===== src/verilog/mem_test_pkg.sv =====
// constants and carriers for the memory throughput test sequencer
// assumes a single clock domain shared by uart, axi master and count memory
package mem_test_pkg;
  // ===========================================================================
  // host link bytes
  localparam logic [7:0] HANDSHAKE_BYTE = 8'h63;
  localparam logic [7:0] ACK_BYTE       = 8'h61;
  localparam logic [3:0] OP_WRITE       = 4'h1;
  localparam logic [3:0] OP_READ        = 4'h2;
  // ===========================================================================
  // transfer geometry
  localparam int REPEATS        = 8;
  localparam int BEATS_PER_BURST = 16;
  localparam int BYTES_PER_BEAT = 8;
  localparam int BURST_BYTES    = BEATS_PER_BURST * BYTES_PER_BEAT;
  localparam int MIN_XFER_BYTES = 2048;
  localparam int MIN_BURSTS     = MIN_XFER_BYTES / BURST_BYTES;
  localparam int BANK_LSB       = 14;
  localparam int ROW_LSB        = 16;
  localparam int COUNT_W        = 16;
  localparam int FIFO_DEPTH     = 8;
  localparam logic [31:0] SDRAM_BASE = 32'h0000_0000;
  localparam logic [COUNT_W-1:0] COUNT_RESET = 16'h0000;

  typedef enum logic [2:0] {
    ST_IDLE   = 3'b000,
    ST_ACK    = 3'b001,
    ST_CMD    = 3'b011,
    ST_RUN    = 3'b010,
    ST_REPORT = 3'b110,
    ST_DRAIN  = 3'b111
  } seq_state_type;

  typedef struct packed {
    logic        write;     // 1: block ram to sdram, 0: sdram to block ram
    logic [31:0] sdram_addr;
    logic [15:0] bram_addr;
    logic [7:0]  beats;
  } burst_req_type;

  typedef struct packed {
    logic [2:0]         addr;
    logic [COUNT_W-1:0] count;
  } count_store_type;
endpackage


===== src/verilog/byte_fifo.sv =====
// synchronous fifo with valid/ready on both sides
// assumes one clock, asynchronous active high reset
`timescale 1ns/1ps
module byte_fifo #(
  parameter int WIDTH = 8,
  parameter int DEPTH = 8
) (
  input  wire logic             i_ref_clk,
  input  wire logic             i_reset,
  input  wire logic             i_in_valid,
  output logic                  o_in_ready,
  input  wire logic [WIDTH-1:0] i_in_data,
  output logic                  o_out_valid,
  input  wire logic             i_out_ready,
  output logic      [WIDTH-1:0] o_out_data
);
  localparam int AW = $clog2(DEPTH);

  if (DEPTH < 2 || (1 << AW) != DEPTH || WIDTH < 1) begin : gen_bad_params
    $error("byte_fifo: depth must be a power of two of at least 2");
  end

  logic [WIDTH-1:0] mem [DEPTH];
  logic [AW:0]      wr_ptr_reg;
  logic [AW:0]      rd_ptr_reg;
  wire              full  = (wr_ptr_reg[AW] != rd_ptr_reg[AW]) &&
                            (wr_ptr_reg[AW-1:0] == rd_ptr_reg[AW-1:0]);
  wire              empty = (wr_ptr_reg == rd_ptr_reg);
  wire              push  = i_in_valid && !full;
  wire              pop   = i_out_ready && !empty;

  assign o_in_ready  = !full;
  assign o_out_valid = !empty;
  assign o_out_data  = mem[rd_ptr_reg[AW-1:0]];

  always_ff @(posedge i_ref_clk) begin
    if (push)
      mem[wr_ptr_reg[AW-1:0]] <= i_in_data;
  end

  always_ff @(posedge i_ref_clk or posedge i_reset) begin
    if (i_reset) begin
      wr_ptr_reg <= '0;
      rd_ptr_reg <= '0;
    end else begin
      if (push)
        wr_ptr_reg <= wr_ptr_reg + 1'b1;
      if (pop)
        rd_ptr_reg <= rd_ptr_reg + 1'b1;
    end
  end
endmodule


===== src/verilog/mem_test_sequencer.sv =====
// command interpreter and transfer sequencer for the memory throughput test
// assumes uart byte streams, burst engine and memory controller on i_ref_clk
`timescale 1ns/1ps
module mem_test_sequencer (
  input  wire logic                           i_ref_clk,
  input  wire logic                           i_reset,
  input  wire logic                           i_rx_valid,
  input  wire logic [7:0]                     i_rx_data,
  output logic                                o_tx_valid,
  input  wire logic                           i_tx_ready,
  output logic      [7:0]                     o_tx_data,
  output logic                                o_burst_valid,
  input  wire logic                           i_burst_ready,
  output mem_test_pkg::burst_req_type         o_burst,
  input  wire logic                           i_burst_done,
  output logic                                o_count_valid,
  output mem_test_pkg::count_store_type       o_count,
  output logic                                o_busy
);
  localparam int CW = mem_test_pkg::COUNT_W;

  // ===========================================================================
  // state and counters
  mem_test_pkg::seq_state_type state_reg, state_next;
  logic             wrote_reg;
  logic             dir_write_reg;
  logic [1:0]       size_code_reg;
  logic [7:0]       issued_reg;
  logic [7:0]       done_reg;
  logic [2:0]       rep_reg;
  logic [CW-1:0]    cycle_reg;
  logic [3:0]       byte_idx_reg;
  logic [CW-1:0]    count_mem [mem_test_pkg::REPEATS];
  logic             count_valid_reg;
  mem_test_pkg::count_store_type count_reg;

  // ===========================================================================
  // decode
  wire       rx_handshake = i_rx_valid && (i_rx_data == mem_test_pkg::HANDSHAKE_BYTE);
  wire [3:0] rx_op        = i_rx_data[7:4];
  wire       cmd_ok       = i_rx_valid &&
                            (wrote_reg ? (rx_op == mem_test_pkg::OP_READ)
                                       : (rx_op == mem_test_pkg::OP_WRITE));
  wire [7:0] total_bursts = 8'(mem_test_pkg::MIN_BURSTS) << size_code_reg;
  wire       issue        = (state_reg == mem_test_pkg::ST_RUN) && (issued_reg < total_bursts);
  wire       issue_fire   = issue && i_burst_ready;
  wire       rep_end      = (state_reg == mem_test_pkg::ST_RUN) && i_burst_done &&
                            (done_reg == total_bursts - 8'h01);
  wire       last_rep     = (rep_reg == 3'(mem_test_pkg::REPEATS - 1));
  wire       fifo_in_ready;
  wire       fifo_out_valid;
  wire [7:0] fifo_out_data;
  wire       fifo_push    = (state_reg == mem_test_pkg::ST_REPORT);
  wire [CW-1:0] rpt_word  = count_mem[byte_idx_reg[3:1]];
  wire [7:0] rpt_byte     = byte_idx_reg[0] ? rpt_word[7:0] : rpt_word[15:8];
  wire       push_fire    = fifo_push && fifo_in_ready;
  wire       in_ack       = (state_reg == mem_test_pkg::ST_ACK);
  wire [31:0] rep_base    = mem_test_pkg::SDRAM_BASE |
                            (32'(rep_reg[1:0]) << mem_test_pkg::BANK_LSB) |
                            (32'(rep_reg[2]) << mem_test_pkg::ROW_LSB);
  wire [31:0] burst_off   = 32'(issued_reg) * 32'(mem_test_pkg::BURST_BYTES);

  // ===========================================================================
  // outputs
  assign o_tx_valid    = in_ack || fifo_out_valid;
  assign o_tx_data     = in_ack ? mem_test_pkg::ACK_BYTE : fifo_out_data;
  assign o_burst_valid = issue;
  assign o_burst.write      = dir_write_reg;
  assign o_burst.sdram_addr = rep_base + burst_off;
  assign o_burst.bram_addr  = burst_off[15:0];
  assign o_burst.beats      = 8'(mem_test_pkg::BEATS_PER_BURST);
  assign o_count_valid = count_valid_reg;
  assign o_count       = count_reg;
  assign o_busy        = (state_reg == mem_test_pkg::ST_RUN);

  // ===========================================================================
  // sequencer
  always_comb begin
    state_next = state_reg;
    case (state_reg)
      mem_test_pkg::ST_IDLE: begin
        if (rx_handshake)
          state_next = mem_test_pkg::ST_ACK;
      end
      mem_test_pkg::ST_ACK: begin
        if (i_tx_ready)
          state_next = mem_test_pkg::ST_CMD;
      end
      mem_test_pkg::ST_CMD: begin
        if (cmd_ok)
          state_next = mem_test_pkg::ST_RUN;
        else if (i_rx_valid)
          state_next = mem_test_pkg::ST_IDLE;
      end
      mem_test_pkg::ST_RUN: begin
        if (rep_end && last_rep)
          state_next = mem_test_pkg::ST_REPORT;
      end
      mem_test_pkg::ST_REPORT: begin
        if (push_fire && byte_idx_reg == 4'hf)
          state_next = mem_test_pkg::ST_DRAIN;
      end
      mem_test_pkg::ST_DRAIN: begin
        if (!fifo_out_valid)
          state_next = mem_test_pkg::ST_IDLE;
      end
      default: state_next = mem_test_pkg::ST_IDLE;
    endcase
  end

  always_ff @(posedge i_ref_clk or posedge i_reset) begin
    if (i_reset) begin
      state_reg     <= mem_test_pkg::ST_IDLE;
      wrote_reg     <= 1'b0;
      dir_write_reg <= 1'b0;
      size_code_reg <= 2'h0;
    end else begin
      state_reg <= state_next;
      if (state_reg == mem_test_pkg::ST_CMD && cmd_ok) begin
        dir_write_reg <= !wrote_reg;
        size_code_reg <= i_rx_data[1:0];
      end
      if (rep_end && last_rep)
        wrote_reg <= dir_write_reg;
    end
  end

  // burst bookkeeping and per-repetition clock count
  always_ff @(posedge i_ref_clk or posedge i_reset) begin
    if (i_reset) begin
      issued_reg <= 8'h00;
      done_reg   <= 8'h00;
      rep_reg    <= 3'h0;
      cycle_reg  <= mem_test_pkg::COUNT_RESET;
    end else if (state_reg != mem_test_pkg::ST_RUN) begin
      issued_reg <= 8'h00;
      done_reg   <= 8'h00;
      rep_reg    <= 3'h0;
      cycle_reg  <= mem_test_pkg::COUNT_RESET;
    end else if (rep_end) begin
      issued_reg <= 8'h00;
      done_reg   <= 8'h00;
      rep_reg    <= rep_reg + 3'h1;
      cycle_reg  <= mem_test_pkg::COUNT_RESET;
    end else begin
      if (issue_fire)
        issued_reg <= issued_reg + 8'h01;
      if (i_burst_done)
        done_reg <= done_reg + 8'h01;
      cycle_reg <= cycle_reg + 1'b1;
    end
  end

  // count memory and hand-off to the command interface
  always_ff @(posedge i_ref_clk) begin
    if (rep_end)
      count_mem[rep_reg] <= cycle_reg + 1'b1;
  end

  always_ff @(posedge i_ref_clk or posedge i_reset) begin
    if (i_reset) begin
      count_valid_reg <= 1'b0;
      count_reg       <= '0;
      byte_idx_reg    <= 4'h0;
    end else begin
      count_valid_reg <= rep_end;
      if (rep_end) begin
        count_reg.addr  <= rep_reg;
        count_reg.count <= cycle_reg + 1'b1;
      end
      if (state_reg != mem_test_pkg::ST_REPORT)
        byte_idx_reg <= 4'h0;
      else if (push_fire)
        byte_idx_reg <= byte_idx_reg + 4'h1;
    end
  end

  // ===========================================================================
  // report buffer towards the uart transmitter
  byte_fifo #(
    .WIDTH (8),
    .DEPTH (mem_test_pkg::FIFO_DEPTH)
  ) u_report_fifo (
    .i_ref_clk   (i_ref_clk),
    .i_reset     (i_reset),
    .i_in_valid  (fifo_push),
    .o_in_ready  (fifo_in_ready),
    .i_in_data   (rpt_byte),
    .o_out_valid (fifo_out_valid),
    .i_out_ready (i_tx_ready && !in_ack),
    .o_out_data  (fifo_out_data)
  );
endmodule


===== config.mk =====
export PLATFORM = sky130hd
export DESIGN_NAME = mem_test_sequencer
export DESIGN_NICKNAME = d
export VERILOG_FILES = /design/src/verilog/mem_test_pkg.sv /design/src/verilog/byte_fifo.sv /design/src/verilog/mem_test_sequencer.sv
export SDC_FILE = /design/constraint.sdc
export NUM_CORES = 1
export LEC_CHECK = 0
export ABC_AREA = 1
export BUFFER_PORTS_ARGS = -buffer_cell sky130_fd_sc_hd__buf_2
export CAP_MARGIN = 5
export CELL_PAD_IN_SITES_DETAIL_PLACEMENT = 1
export CELL_PAD_IN_SITES_GLOBAL_PLACEMENT = 2
export CORE_MARGIN = 1
export CORE_UTILIZATION = 36
export CTS_CLUSTER_SIZE = 10
export DETAILED_ROUTE_END_ITERATION = 10
export GPL_TIMING_DRIVEN = 0
export PLACE_DENSITY = 0.72
export SYNTH_ARGS = -nofsm -noshare
export SYNTH_HDL_FRONTEND = slang
export SYNTH_SLANG_ARGS = --single-unit

===== constraint.sdc =====
create_clock -name i_ref_clk -period 2.65 [get_ports i_ref_clk]
set_input_delay 0.6625 -clock i_ref_clk [delete_from_list [all_inputs] [get_ports i_ref_clk]]
set_output_delay 0.6625 -clock i_ref_clk [all_outputs]
set_load 0.005 [all_outputs]

==> results.txt <==
----------------------------------------------------
[Status]
  Result of the run ... finished with violations
  Violated checks ... DRC

[Logic synthesis]
  Biggest area contributors in the synthesized netlist ... edfxtp_1 49%, dfrtp_1 16%, nor2_1 5.1%, o21ai_0 5.0%, nand2_1 5.0%
  Number of synthesis warnings ... 0
  Dominant cell by count in the synthesized netlist ... edfxtp_1
  Sequential fraction of the synthesis area ... roughly 64%
  Synth Area per Inst ... 10.76 µm²
  Total standard cell area after synthesis ... between 0.01 and 0.015 mm²
  Post-synth EDFFs ... between 150 and 200
  Most frequently used flop master after synthesis ... edfxtp_1
  Synthesized instance count ... 1104
  Synth area leader ... edfxtp_1
  Number of different library cells in the post-synthesis netlist ... 44
  Async set-reset flop share out of synthesis ... between 20% and 30%
  Leading cell types by count after synthesis ... 192 x edfxtp_1, 162 x nor2_1, 158 x nand2_1, 119 x o21ai_0, 78 x inv_1
  Area fraction of the dominant cell type after synthesis ... 48.56%
  Total of flip-flops plus latches after synthesis ... 266

[Timing]
  Final critical path time including I/O delays and setup ... about 2.6 ns
  Final Setup Violations ... 0
  Setup repair after global routing missed its margin ... yes
  Number of pins exceeding their max-slew limit in the final report ... 0
  Worst slew slack as a fraction of its limit ... ~37%
  Maximum operating frequency ... 381.9 MHz
  TNS Setup ... 0 ns
  Post-Route Skew ... around 0.020 ns
  Tcrit/Tclk final ... 98.82%
  Final hold violation count ... 0
  Tightest Pin Transition ... 0.9426 ns

[Pwr]
  Internal power ... 8.001 mW
  Sequential group share of total power ... a little over two fifths
  Static leakage ... 6.149 nW
  Worst supply voltage drop on vdd ... approximately 0.00054 V
  Power per cell area ... 778.8 mW/mm²
  Combinational share of power ... 22.7%
  Switch share ... 28.84%
  Clock group share of total power ... 35.3%
  Post-layout power ... 11.24 mW
  P_sw ... roughly 3.2 mW

[Final layout]
  Layout cells sized above 1 ... 21.35%
  Post-layout nets ... 1296
  Ant diodes ... 0
  Register ranked first by flip-flop count ... count_mem
  Max reg flops ... 128
  Synthesis-to-finish area growth ... 21.58%

[Min path]
  Class of the tightest hold or removal check ... input port to asynchronous set/reset pin

[Critical path]
  Crit Path Class ... flop to output pin
  Critical path buffers and inverters ... 3
  Worst reg2reg setup slack ... between 0.1 and 0.15 ns
  Crit. End Element ... output pin
  Critical Path Most Common Cell ... o21ai_0
  Largest fanout on the critical path ... 5
  Type of element launching the critical path ... flop
  Worst path arrival time ... around 2.0 ns
  Critical Path, Cell by Cell ... buf_6, buf_4, o21ai_0, o22ai_1, o21ai_0, a31oi_1, buf_2
  Required time at the endpoint of the critical path ... 1.99 ns
  Largest stage delay on the critical path ... approximately 0.44 ns
  Max stage delay cell, worst path ... dfrtp_2
  Delay-heaviest family, CP ... compound AO/OA/AOI/OAI gates

[Global route]
  Wire length of the first global-routing pass ... 49740 µm
  Maximum number of pins on one net before global-route repair ... 54
  Via count of the first global-routing pass ... 8587
  Number of antenna violations at the first check in global routing ... 0
  Global-route usage over all layers ... 19.32%
  Total gr overflow ... 0

[Detailed routing]
  Initial DRT Pass Iterations ... 9
  Total via count after detailed routing ... 8421
  DR DRC count ... 1
  ANT nets after route ... 0
  Ratio of routed vias to standard cells ... 4.854
  Routed wire per std cell ... 18.43 µm
  Initial DRC count ... 451
  Overall routed net length ... 31970 µm

[Run]
  Number of max-cap violations ... 0

[CTS]
  Hold-fix buffers, CTS ... 0
  TritonCTS Buffers ... 31
  CTS tree ... built
  Clk Latency, worst-skew pair ... 0.56 ns
  Total number of H-tree levels ... 1
  Longest Clk Path Bufs ... 3
  CTS sink count ... 266
  Clock root buffer ... clkbuf_16
  Clock-pin slew on the worst setup and hold paths ... 0.06 ns

[Die]
  Area of the die ... about 0.034 mm²
  IO Pins ... slightly above 100
  Area of the core ... 0.03245 mm²
  Initial Utilization ... 36.59%
  Height of the chip ... approximately 180 µm
  Std cell rows ... 66
  Die X ... 183.6 µm

[Placed design]
  Final weighted congestion in routability-driven placement ... about 0.77
  Placed wire-length estimate after detailed placement ... between 20000 and 25000 µm
  Total of buffers placed on input and output ports ... 64

----------------------------------------------------
-- worst register-to-register path, stage by stage, from the launching register on --
cell and delay, ns:
dfrtp_2 0.43, inv_4 0.06, buf_4 0.12, nand2_1 0.07, nand3_1 0.13, nor2_4 0.22, nand3_4 0.21, inv_4 0.18
nand2_4 0.11, nor2_2 0.47, buf_8 0.23
-- final cells by class --
cell class / instances / area [µm²]
plain buffers: 90 / 660.6
multi-input cells: 694 / 3652
flip-flops and latches: 266 / 7621
inverters: 89 / 346.6
fillers: 3606 / 18020
well taps: 442 / 553.0
clock inverters: 2 / 38.79
repair buffers: 96 / 664.4
clock buffers: 56 / 899.6
-- placed cells by master (no fill, tap or decap), types with 32 or more instances in the layout --
cell type	Yosys	layout
nand2_1	158	154
inv_1	78	74
conb_1	2	37
dfrtp_1	74	71
buf_2	7	69
edfxtp_1	192	192
clkbuf_1	32	42
buf_4	45	67
nor2_1	162	147
o21ai_0	119	114
clkbuf_16	0	32
-- path summary, 6_finish.rpt --
kind,cells after the start,start,end
worst max-delay path,7,u_report_fifo.rd_ptr_reg[0],o_tx_data[2]
worst min-delay path,2,i_reset,dir_write_reg
worst max register to register,10,size_code_reg[1],count_mem[6][10]
worst min register to register,2,o_count[13],o_count[13]
max in group asynchronous,3,i_reset,cycle_reg[7]
min in group i_ref_clk,3,i_rx_data[1],size_code_reg[1]
-- metal layers --
metal | vias to the layer above | GRT usage [%] | share of wire (%)
li1 | 4064 | - | -
met5 | - | 0 | 0
met1 | 4149 | 25.36 | 45
met4 | 0 | 4.667 | 2.4
met2 | 158 | 33.82 | 49
met3 | 50 | 2.377 | 3.3
-- cell families after synthesis --
family	share of synthesized area, %
compound gates	10.82
xor+xnor	1.254
fa+ha+maj	1.475
buf+inv	7.513
flops	64.15
other cells	0.06325
simple gates	14.72
-- power by group through the flow --
stage               Clock (mW)  Combinational (mW)  Sequential, mW
detailed placement           0                2.11            4.79
floorplan                    0                1.39            4.76
global placement             0                2.07            4.78
global route              4.20                2.83            4.74
finish                    3.97                2.56            4.72
CTS                       4.05                2.30            4.71
-- through the flow --
| stage | util (%) | std cells | setup WS [ns] | hold slack, ns | instance area, µm² |
|---|---|---|---|---|---|
| 6_report | 44.48 | 1735 | 0.03132 | 0.08463 | 14440 |
| 5_1_grt | 44.48 | 1735 | -0.09319 | 0.09446 | 14440 |
| 4_1_cts | 43.62 | 1719 | -0.02612 | 0.07846 | 14160 |
| 3_5_place_dp | 40.23 | 1654 | -0.1058 | 0.4647 | 13060 |
| 3_3_place_gp | 39.68 | 1645 | -1.161 | 0.4599 | 12880 |
| 2_1_floorplan | - | 1139 | 0.1059 | 0.4616 | 12010 |
-- what timing repair did --
| item | 4_1_cts | 5_1_grt |
|---|---|---|
| gates cloned | 0 | 2 |
| resized for setup | 38 | 53 |
| pin swaps | 1 | 9 |
| setup endpoints to repair | 52 | 144 |
| setup buffers | 7 | 14 |
Power figures use the tool's default switching activity.
